--- config.mk ---
export PLATFORM = sky130hd
export DESIGN_NAME = cpusup_top
export DESIGN_NICKNAME = d
export VERILOG_FILES = /design/src/common/cpusup_pkg.sv /design/src/hdl/cpusup_sync.sv /design/src/hdl/cpusup_top.sv
export VERILOG_INCLUDE_DIRS = /design/src /design/src/common
export SDC_FILE = /design/constraint.sdc
export NUM_CORES = 1
export LEC_CHECK = 0
export BUFFER_PORTS_ARGS = -buffer_cell sky130_fd_sc_hd__buf_2
export CORE_MARGIN = 4
export CORE_UTILIZATION = 25
export CTS_BUF_LIST = sky130_fd_sc_hd__clkbuf_8
export CTS_CLUSTER_SIZE = 16
export DETAILED_ROUTE_END_ITERATION = 6
export GPL_TIMING_DRIVEN = 0
export MAX_ROUTING_LAYER = met4
export PLACE_DENSITY = 0.47
export SLEW_MARGIN = 25
export SYNTH_ARGS = -nofsm -noshare
export SYNTH_HDL_FRONTEND = slang
export SYNTH_SLANG_ARGS = --single-unit
--- constraint.sdc ---
create_clock -name sys_clk_i -period 2.6 [get_ports sys_clk_i]
set_input_delay 0.52 -clock sys_clk_i [delete_from_list [all_inputs] [get_ports sys_clk_i]]
set_output_delay 0.52 -clock sys_clk_i [all_outputs]
set_load 0.005 [all_outputs]
--- src/common/cpusup_params.svh ---
// Constants for the processor supervisor and RAM enable gate
`ifndef CPUSUP_PARAMS_SVH
`define CPUSUP_PARAMS_SVH

// ==================================================
// Timing
`define CPUSUP_CLK_HZ 50000000
`define CPUSUP_HOLD_MS 250
`define CPUSUP_HOLD_CYC ((`CPUSUP_CLK_HZ / 1000) * `CPUSUP_HOLD_MS)
`define CPUSUP_DEBOUNCE_US 10
`define CPUSUP_DEBOUNCE_CYC ((`CPUSUP_CLK_HZ / 1000000) * `CPUSUP_DEBOUNCE_US)
`define CPUSUP_WDOG_MS 1600
`define CPUSUP_WDOG_CYC ((`CPUSUP_CLK_HZ / 1000) * `CPUSUP_WDOG_MS)
`define CPUSUP_CNT_W 32

`endif

--- src/common/cpusup_pkg.sv ---
// Types for the processor supervisor
package cpusup_pkg;

    // ==================================================
    // Reset sequencer states
    typedef enum logic [1:0] {
        CPUSUP_RUN,
        CPUSUP_FAIL,
        CPUSUP_HOLD
    } cpusup_state_t;

endpackage : cpusup_pkg

--- src/hdl/cpusup_sync.sv ---
// Three-stage input synchroniser with agreement filter
`timescale 1ns/1ps

module cpusup_sync
#(
    parameter logic RESET_VAL = 1'b1
)
(
    // Clock and reset
    input wire logic sys_clk_i,
    input wire logic srst_i,
    // Asynchronous level in, clean level out
    input wire logic async_i,
    output logic sync_o
);

    logic stage1;
    logic stage2;
    logic stage3;
    logic next_sync;

    // ==================================================
    // Stage one is read by stage two only
    always_comb
    begin
        next_sync = sync_o;
        if (stage2 == stage3)
        begin
            next_sync = stage3;
        end
    end

    always_ff @(posedge sys_clk_i)
    begin
        if (srst_i)
        begin
            stage1 <= RESET_VAL;
            stage2 <= RESET_VAL;
            stage3 <= RESET_VAL;
            sync_o <= RESET_VAL;
        end
        else
        begin
            stage1 <= async_i;
            stage2 <= stage1;
            stage3 <= stage2;
            sync_o <= next_sync;
        end
    end

endmodule : cpusup_sync

--- src/hdl/cpusup_top.sv ---
// Processor supervisor: reset sequencer, watchdog and SRAM byte enables
// Summary of operation
// (RL1) Reset output is asserted while the power-fail indication is active.
// (RL2) Reset stays asserted 250 ms after power-fail clears.
// (RL3) Pushbutton input is debounced; a valid press gives at least 250 ms reset.
// (RL4) Watchdog asserts reset when timeout passes without a low strobe.
// (RL5) Controller drives RAM enable low to use RAM; high blocks every chip enable.
// (RL6) Active-low chip enable for the low SRAM byte.
// (RL7) Active-low chip enable for the high SRAM byte.
// (RL8) High enable asserted only while upper enable and RAM enable are low.
// (RL9) Low enable asserted only while lower enable and RAM enable are low.
// (RL10) Reset pin is open-drain and doubles as pushbutton input, stretched 250 ms.
// (RL11) Each low strobe restarts the watchdog; timeout is a parameter.
`timescale 1ns/1ps
`include "cpusup_params.svh"

module cpusup_top
import cpusup_pkg::*;
#(
    parameter int unsigned HOLD_CYC = `CPUSUP_HOLD_CYC,
    parameter int unsigned DEBOUNCE_CYC = `CPUSUP_DEBOUNCE_CYC,
    parameter int unsigned WDOG_CYC = `CPUSUP_WDOG_CYC
)
(
    // Clock and reset
    input wire logic sys_clk_i,
    input wire logic srst_i,
    // Supply monitor
    input wire logic power_fail_i,
    // Processor reset pin, open drain
    input wire logic cpu_reset_n_i,
    output logic cpu_reset_n_o,
    output logic cpu_reset_oe_o,
    // Watchdog strobe
    input wire logic watchdog_kick_n_i,
    // SRAM enable gate
    input wire logic ram_enable_in_n_i,
    input wire logic upper_byte_enable_n_i,
    input wire logic lower_byte_enable_n_i,
    output logic high_byte_select_out_n_o,
    output logic low_byte_select_out_n_o
);

    // ==================================================
    // Input synchronisers
    logic pfail_s;
    logic pin_s;
    logic kick_s;
    logic ram_en_s;
    logic ube_s;
    logic lbe_s;

    cpusup_sync #(.RESET_VAL(1'b1)) u_sync_pfail (.sys_clk_i(sys_clk_i), .srst_i(srst_i),
        .async_i(power_fail_i), .sync_o(pfail_s));
    cpusup_sync #(.RESET_VAL(1'b1)) u_sync_pin (.sys_clk_i(sys_clk_i), .srst_i(srst_i),
        .async_i(cpu_reset_n_i), .sync_o(pin_s));
    cpusup_sync #(.RESET_VAL(1'b1)) u_sync_kick (.sys_clk_i(sys_clk_i), .srst_i(srst_i),
        .async_i(watchdog_kick_n_i), .sync_o(kick_s));
    cpusup_sync #(.RESET_VAL(1'b1)) u_sync_ram (.sys_clk_i(sys_clk_i), .srst_i(srst_i),
        .async_i(ram_enable_in_n_i), .sync_o(ram_en_s));
    cpusup_sync #(.RESET_VAL(1'b1)) u_sync_ube (.sys_clk_i(sys_clk_i), .srst_i(srst_i),
        .async_i(upper_byte_enable_n_i), .sync_o(ube_s));
    cpusup_sync #(.RESET_VAL(1'b1)) u_sync_lbe (.sys_clk_i(sys_clk_i), .srst_i(srst_i),
        .async_i(lower_byte_enable_n_i), .sync_o(lbe_s));

    // ==================================================
    // Pushbutton debounce
    // Our own drive pulls the pin low, so presses are only seen while released
    logic [`CPUSUP_CNT_W-1:0] deb_cnt;
    logic [`CPUSUP_CNT_W-1:0] next_deb_cnt;
    logic press;

    always_comb
    begin
        next_deb_cnt = '0;
        press = 1'b0;
        if (!pin_s && !cpu_reset_oe_o)
        begin
            next_deb_cnt = deb_cnt + `CPUSUP_CNT_W'(1);
            if (deb_cnt >= `CPUSUP_CNT_W'(DEBOUNCE_CYC - 1))
            begin
                press = 1'b1; // [RL3] [RL10]
                next_deb_cnt = deb_cnt;
            end
        end
    end

    always_ff @(posedge sys_clk_i)
    begin
        if (srst_i)
        begin
            deb_cnt <= '0;
        end
        else
        begin
            deb_cnt <= next_deb_cnt;
        end
    end

    // ==================================================
    // Watchdog
    logic [`CPUSUP_CNT_W-1:0] wd_cnt;
    logic [`CPUSUP_CNT_W-1:0] next_wd_cnt;
    logic wd_expire;

    // ==================================================
    // Reset sequencer
    cpusup_state_t state;
    cpusup_state_t next_state;
    logic [`CPUSUP_CNT_W-1:0] hold_cnt;
    logic [`CPUSUP_CNT_W-1:0] next_hold_cnt;
    logic next_rst_oe;

    always_comb
    begin
        next_wd_cnt = wd_cnt + `CPUSUP_CNT_W'(1);
        wd_expire = 1'b0;
        if (!kick_s || state != CPUSUP_RUN)
        begin
            next_wd_cnt = '0; // [RL11]
        end
        else if (wd_cnt >= `CPUSUP_CNT_W'(WDOG_CYC - 1))
        begin
            wd_expire = 1'b1; // [RL4]
            next_wd_cnt = '0;
        end
    end

    always_comb
    begin
        next_state = state;
        next_hold_cnt = hold_cnt;
        unique case (state)
            CPUSUP_RUN:
            begin
                if (pfail_s)
                begin
                    next_state = CPUSUP_FAIL; // [RL1]
                end
                else if (press || wd_expire)
                begin
                    next_state = CPUSUP_HOLD; // [RL3] [RL4]
                    next_hold_cnt = '0;
                end
            end
            CPUSUP_FAIL:
            begin
                next_hold_cnt = '0;
                if (!pfail_s)
                begin
                    next_state = CPUSUP_HOLD; // [RL2]
                end
            end
            CPUSUP_HOLD:
            begin
                next_hold_cnt = hold_cnt + `CPUSUP_CNT_W'(1);
                if (pfail_s)
                begin
                    next_state = CPUSUP_FAIL; // [RL1]
                end
                else if (hold_cnt >= `CPUSUP_CNT_W'(HOLD_CYC - 1))
                begin
                    next_state = CPUSUP_RUN; // [RL2] [RL3]
                end
            end
            default:
            begin
                next_state = CPUSUP_FAIL;
            end
        endcase
        next_rst_oe = (next_state != CPUSUP_RUN); // [RL1] [RL10]
    end

    always_ff @(posedge sys_clk_i)
    begin
        if (srst_i)
        begin
            state <= CPUSUP_FAIL;
            hold_cnt <= '0;
            wd_cnt <= '0;
            cpu_reset_oe_o <= 1'b1;
            cpu_reset_n_o <= 1'b0;
        end
        else
        begin
            state <= next_state;
            hold_cnt <= next_hold_cnt;
            wd_cnt <= next_wd_cnt;
            cpu_reset_oe_o <= next_rst_oe; // [RL10]
            cpu_reset_n_o <= 1'b0;
        end
    end

    // ==================================================
    // SRAM chip enable gate
    logic next_high_sel_n;
    logic next_low_sel_n;

    always_comb
    begin
        next_high_sel_n = ube_s | ram_en_s; // [RL5] [RL7] [RL8]
        next_low_sel_n = lbe_s | ram_en_s; // [RL5] [RL6] [RL9]
    end

    always_ff @(posedge sys_clk_i)
    begin
        if (srst_i)
        begin
            high_byte_select_out_n_o <= 1'b1;
            low_byte_select_out_n_o <= 1'b1;
        end
        else
        begin
            high_byte_select_out_n_o <= next_high_sel_n;
            low_byte_select_out_n_o <= next_low_sel_n;
        end
    end

    // ==================================================
    // Checks
    chk_fail_drives_reset: assert property (@(posedge sys_clk_i) disable iff (srst_i) // [RL1]
        (state == CPUSUP_FAIL) |=> cpu_reset_oe_o)
        else $error("reset not driven during power fail");

    chk_hold_length: assert property (@(posedge sys_clk_i) disable iff (srst_i) // [RL2]
        (state == CPUSUP_HOLD && hold_cnt < `CPUSUP_CNT_W'(HOLD_CYC - 1) && !pfail_s)
        |=> state == CPUSUP_HOLD)
        else $error("reset hold ended early");

    chk_hold_release: assert property (@(posedge sys_clk_i) disable iff (srst_i) // [RL2]
        (state == CPUSUP_HOLD && hold_cnt == `CPUSUP_CNT_W'(HOLD_CYC - 1) && !pfail_s)
        |=> state == CPUSUP_RUN && !cpu_reset_oe_o)
        else $error("reset hold not released");

    chk_press_reset: assert property (@(posedge sys_clk_i) disable iff (srst_i) // [RL3]
        (state == CPUSUP_RUN && press && !pfail_s) |=> state == CPUSUP_HOLD && hold_cnt == '0)
        else $error("press did not start reset");

    chk_wdog_timeout: assert property (@(posedge sys_clk_i) disable iff (srst_i) // [RL4]
        (state == CPUSUP_RUN && wd_expire && !pfail_s) |=> cpu_reset_oe_o)
        else $error("watchdog expiry missed");

    chk_kick_restart: assert property (@(posedge sys_clk_i) disable iff (srst_i) // [RL11]
        !kick_s |=> wd_cnt == '0)
        else $error("strobe did not restart watchdog");

    chk_high_gate: assert property (@(posedge sys_clk_i) disable iff (srst_i) // [RL8]
        !high_byte_select_out_n_o |-> !$past(ube_s) && !$past(ram_en_s))
        else $error("high enable without both inputs low");

    chk_low_gate: assert property (@(posedge sys_clk_i) disable iff (srst_i) // [RL9]
        !low_byte_select_out_n_o |-> !$past(lbe_s) && !$past(ram_en_s))
        else $error("low enable without both inputs low");

    chk_pin_low: assert property (@(posedge sys_clk_i) disable iff (srst_i) // [RL10]
        !cpu_reset_n_o)
        else $error("open drain output driven high");

    cov_power_cycle: cover property (@(posedge sys_clk_i) disable iff (srst_i)
        state == CPUSUP_FAIL ##1 state == CPUSUP_HOLD);
    cov_press: cover property (@(posedge sys_clk_i) disable iff (srst_i)
        state == CPUSUP_RUN && press);
    cov_wdog: cover property (@(posedge sys_clk_i) disable iff (srst_i) wd_expire);
    cov_fail_in_hold: cover property (@(posedge sys_clk_i) disable iff (srst_i)
        state == CPUSUP_HOLD ##1 state == CPUSUP_FAIL);
    cov_both_bytes: cover property (@(posedge sys_clk_i) disable iff (srst_i)
        !high_byte_select_out_n_o && !low_byte_select_out_n_o);

endmodule : cpusup_top

==> reports/results.tsv, run 1 <==
metric	value	unit
Yosys reg bits	125	
R2R depth	7	
top cells by area, synth	dfxtp_1 47%, a311oi_2 4.5%, nor2_1 4.5%	
Setup Viol. Count Final	0	
RSZ-0062 raised after global routing	false	
WP data arrival	2.60	ns
vias in the first global route	4049	
synthesized area	5310	µm²
sequential area share after synthesis	47.1	%
hold violation count in the final report	0	
GRT Total Usage	10.7	%
leakage power	1.99	nW
clock buffer depth	2	
hold path depth	2	
vias	4088	
IO Pins	12	
Post-synth EDFFs	0	
CTS sink cnt	125	
# DRC	0	
Synth Instances	558	
layout net count	602	
CTS Root Cell	clkbuf_8	
Vias/cell	4.65	
crit path kind	reg2reg	
max cap viols	0	
share of the synthesized area in the top cell type	47.1	%
Num CTS Buffers	17	
clk slew on worst S/H paths	0.08	ns
multi-input logic area	2670	µm²
first-pass GRT wire length	20.2	mm
Final Total Pwr	3.59	mW
Required @ worst endpoint	2.90	ns
Worst R2R Setup Slack	0.30	ns
Worst-Margin Slew	0.758	ns
HP Class	in2reg	
maximum vdd drop	0.000308	V
status	finished clean	
postcts setup bufs	0	
crit path time final	2.30	ns
largest area contributor in the netlist	dfxtp_1	
total gr overflow	0	
initial DRC count	273	
Avg Cell Area, Syn	9.52	µm²
CP max-delay cell	dfxtp_1	
die height	154	µm
synth cell count leaders	125 x dfxtp_1, 64 x nor2_1, 33 x nand2_1, 29 x and2_1, 28 x nand3_1	
Post-synth ARST share	0	%
Die W	154	µm
Worst Min Path Start	lower_byte_enable_n_i	
Ys Warns	0	
hpwl dp	8.03	mm
worst r2r dst	hold_cnt[18]	
CTS tree	yes	
clock skew	0.0197	ns
hold-fix buffers at CTS	0	
post-route ant nets	0	
Initial Util	25.4	%
Pins Over Slew Limit	0	
core box area	21000	µm²
worst-path maximum fanout	10	
fmax	0.435	GHz
R2R Path Start	hold_cnt[0]	
Netlist cell types	56	
final wirelength	11.5	mm
Pwr Density	588	nW/µm²
Area growth, synth to finish	14.9	%
number of port buffers	9	
pin count of the biggest net entering global routing	17	
layout cell share with drive strength beyond 1	17.5	%
GP Congestion	0.863	
filler cell count	2249	
most frequent cell after synthesis	dfxtp_1	
Worst-Skew Late Latency	0.45	ns
final setup TNS	0	ns
Cell Chain, Critical Path	ha_1 -> and3_1 -> and2_1 -> clkbuf_1 -> nand2_1 -> o21ai_0 -> a211oi_2	
fin crit share	88.5	%
worst rel slew slack	49.4	%
CP peak stage delay	0.46	ns
row count	53	
critical path startpoint category	flop	
hold path endpoint	u_sync_lbe.stage1	
total die area	23600	µm²
n_diodes	0	
top_reg_cell synth	dfxtp_1	
Avg WL per Cell	13.1	µm
Worst Setup End Kind	flop	
H-Tree Depth	4	
register area	2500	µm²
Pre-antenna DRT Iters	4	
initial antenna violation count	0	
[repair_timing]
action	in CTS	in global routing
endpoints found under the hold margin	0	0
endpoints found under the setup margin	0	22
resized for setup	0	5
[worst max-delay path: cells and delay by family (launching register included)]
| family | cells | cell delay (ns) |
|---|---|---|
| buffers and inverters | 1 | 0.45 |
| DFF | 1 | 0.46 |
| adders and majority gates | 1 | 0.25 |
| and+or+nand+nor | 3 | 0.60 |
| AOI/OAI and AO/OA | 2 | 0.40 |
[cell usage in the layout (no fill, tap or decap), drive strengths merged, types with 9 or more instances in the layout]
cell    count
nand2      33
or2        20
inv        12
nor4       10
nor3       13
o21ai      17
nand3      29
clkbuf     37
a21oi      21
xnor2      14
dfxtp     125
and2       29
buf        17
a211oi      9
xor2       22
and3       18
nand4      16
a311oi     17
nor2       64
[final cells by class]
type	instances	area share, %
well taps	275	5.64
plain buffers	26	2.13
repair buffers	9	0.738
flip-flops and latches	125	41.0
inverters	9	0.554
clock buffers	19	4.28
clock inverters	13	1.95
multi-input cells	403	43.7
[stage by stage]
| step | hold WS (ns) | util (%) | setup slack (ns) | area (µm²) | cells |
|---|---|---|---|---|---|
| CTS | 0.217 | 29.1 | 0.101 | 6100 | 879 |
| detailed placement | 0.397 | 27.3 | 0.125 | 5720 | 847 |
| global route | 0.219 | 29.1 | 0.0906 | 6100 | 879 |
| floorplan | 0.389 | - | 0.673 | 5330 | 563 |
| finish | 0.253 | 29.1 | 0.299 | 6100 | 879 |
| global placement | 0.393 | 27.3 | 0.195 | 5720 | 847 |
[report_power, final]
group          total, mW  internal (mW)  switching (mW)
Combinational     0.0479         0.0188          0.0291
Sequential          1.93           1.93         0.00535
Clock               1.61          0.805           0.801
Total               3.59           2.75           0.835
[worst max-delay path by stage]
stage	start	to	cells after the start
6_report	hold_cnt[0]	hold_cnt[18]	7
5_1_grt	hold_cnt[0]	hold_cnt[24]	7
4_1_cts	hold_cnt[0]	cpu_reset_oe_o	7
3_5_place_dp	hold_cnt[0]	cpu_reset_oe_o	7
3_3_place_gp	hold_cnt[0]	cpu_reset_oe_o	7
2_1_floorplan	wd_cnt[0]	hold_cnt[10]	7
[registers in the layout, indices dropped and copies added (netlist names), 2 cells and up]
signal / cells
deb_cnt: 32
hold_cnt: 32
state: 2
wd_cnt: 32
[kinds of logic after synthesis]
kind of cell	synth area share, %
AO/OA/AOI/OAI	16.8
XOR/XNOR	5.93
adder cells (fa/ha/maj)	0.707
buffers and inverters	3.04
flip-flops	47.1
multiplexers	0.377
other	0.0706
AND/OR/NAND/NOR	26.0
[per-layer routing]
metal  vias to the layer above  wire (µm)  GRT usage [%]
li1                       2054          -              -
met4                         0        227           4.84
met1                      1943       5650           13.6
met5                         -          0              -
met2                        78       5230           16.0
met3                        13        424           2.59
Note: power is estimated with default switching activity, not from simulation.
==> run 2: changes to the inputs <==
Settings changed: CORE_MARGIN 4 to 8.
==> run 2 against run 1 <==
- wire length down 2.3%
- worst hold slack worse by 0.0066 ns
- sequential power about the same
- critical path type unchanged
==> reports/results.tsv, run 2 (synthesis results as in run 1) <==
metric	value	unit
status	finished clean	
hold violation count in the final report	0	
worst slack at placement	0.191	ns
most frequent cells in the layout	125 x dfxtp_1, 64 x nor2_1, 33 x nand2_1, 29 x and2_1, 28 x nand3_1	
RSZ-0062 raised after global routing	false	
Setup Viol. Count Final	0	
layout net count	602	
final wirelength	11.3	mm
Vias/cell	4.60	
leakage power	1.99	nW
worst setup margin	0.161	ns
GRT Total Usage	9.44	%
fin crit share	93.8	%
clock skew	0.00635	ns
final setup TNS	0	ns
crit path time final	2.44	ns
Pwr Density	585	nW/µm²
pin count of the biggest net entering global routing	17	
vias in the first global route	3914	
row count	53	
clock buffer depth	2	
fmax	0.410	GHz
IO Pins	12	
R2R Path Start	hold_cnt[0]	
Num CTS Buffers	17	
core box area	21000	µm²
postcts setup bufs	0	
Avg WL per Cell	12.8	µm
WP data arrival	2.78	ns
die height	162	µm
H-Tree Depth	4	
layout cell share with drive strength beyond 1	17.6	%
# DRC	0	
Final Util	29.1	%
vias	4036	
GP Congestion	0.811	
number of port buffers	9	
CTS tree	yes	
Pre-antenna DRT Iters	4	
Initial Util	25.4	%
Pins Over Slew Limit	0	
most common cell after layout, fill and taps aside	dfxtp_1	
clk slew on worst S/H paths	0.07	ns
maximum vdd drop	0.000303	V
post-route ant nets	0	
Worst-Skew Late Latency	0.45	ns
CTS sink cnt	125	
hpwl dp	7.78	mm
HP Class	in2reg	
total die area	26200	µm²
critical path startpoint category	flop	
worst rel slew slack	47.6	%
Required @ worst endpoint	2.94	ns
crit path kind	reg2reg	
Final Total Pwr	3.56	mW
max cap viols	0	
Worst-Margin Slew	0.787	ns
Area growth, synth to finish	14.6	%
worst-path maximum fanout	8	
biggest regs	deb_cnt: 32 flops, hold_cnt: 32 flops, wd_cnt: 32 flops	
CTS Root Cell	clkbuf_8	
Die W	162	µm
Worst Setup End Kind	flop	
Worst Setup SP	hold_cnt[0]	
total gr overflow	0	
initial DRC count	223	
n_diodes	0	
initial antenna violation count	0	
first-pass GRT wire length	19.3	mm
Worst Min Path Start	ram_enable_in_n_i	
==> run 2: final cells by class <==
type / instances / area (µm²)
fill: 2271 / 14900
multi-input combinational: 403 / 2670
sequential: 125 / 2500
tap: 275 / 344
clock buffer: 18 / 248
buffer: 26 / 129
clock inverter: 13 / 120
timing repair buffer: 9 / 45.0
inverter: 9 / 33.8
==> run 2: final timing paths <==
kind,endpoint,slack (ns),cells past startpoint
setup / recovery,cpu_reset_oe_o,0.16,7
hold / removal,u_sync_ram.stage1,0.25,2
setup reg to reg,cpu_reset_oe_o,0.16,7
hold reg to reg,u_sync_lbe.stage2,0.41,1
==> run 2: repair_timing <==
item	CTS	global route
hold buffers	0	0
endpoints found under the setup margin	0	1
resized for setup	0	2
==> run 2: worst max-delay path: stages, from the launching register on <==
cell and delay [ns]:
dfxtp_1 0.48, ha_1 0.25, nand4_1 0.30, and3_1 0.26
o311ai_0 0.63, nand2b_1 0.10, o21ai_0 0.24, nand2b_1 0.08
==> run 2: metrics by stage <==
step	cell area [µm²]	hold WS, ns	instances
2_1_floorplan	5330	0.389	563
3_3_place_gp	5720	0.391	847
3_5_place_dp	5720	0.394	847
4_1_cts	6090	0.212	878
5_1_grt	6090	0.201	878
6_report	6090	0.247	878
==> run 2: metal layers <==
| layer | vias to the layer above | track usage, % | wire, µm |
|---|---|---|---|
| met5 | - | - | 0 |
| met4 | 0 | 4.71 | 216 |
| met3 | 18 | 2.56 | 501 |
| met2 | 78 | 14.0 | 5060 |
| met1 | 1888 | 11.6 | 5490 |
| li1 | 2052 | - | - |
==> run 2: where the power goes <==
part	switching [mW]	internal, mW	total, mW
clock network	0.804	0.776	1.58
registers	0.00518	1.93	1.93
logic	0.0294	0.0188	0.0481
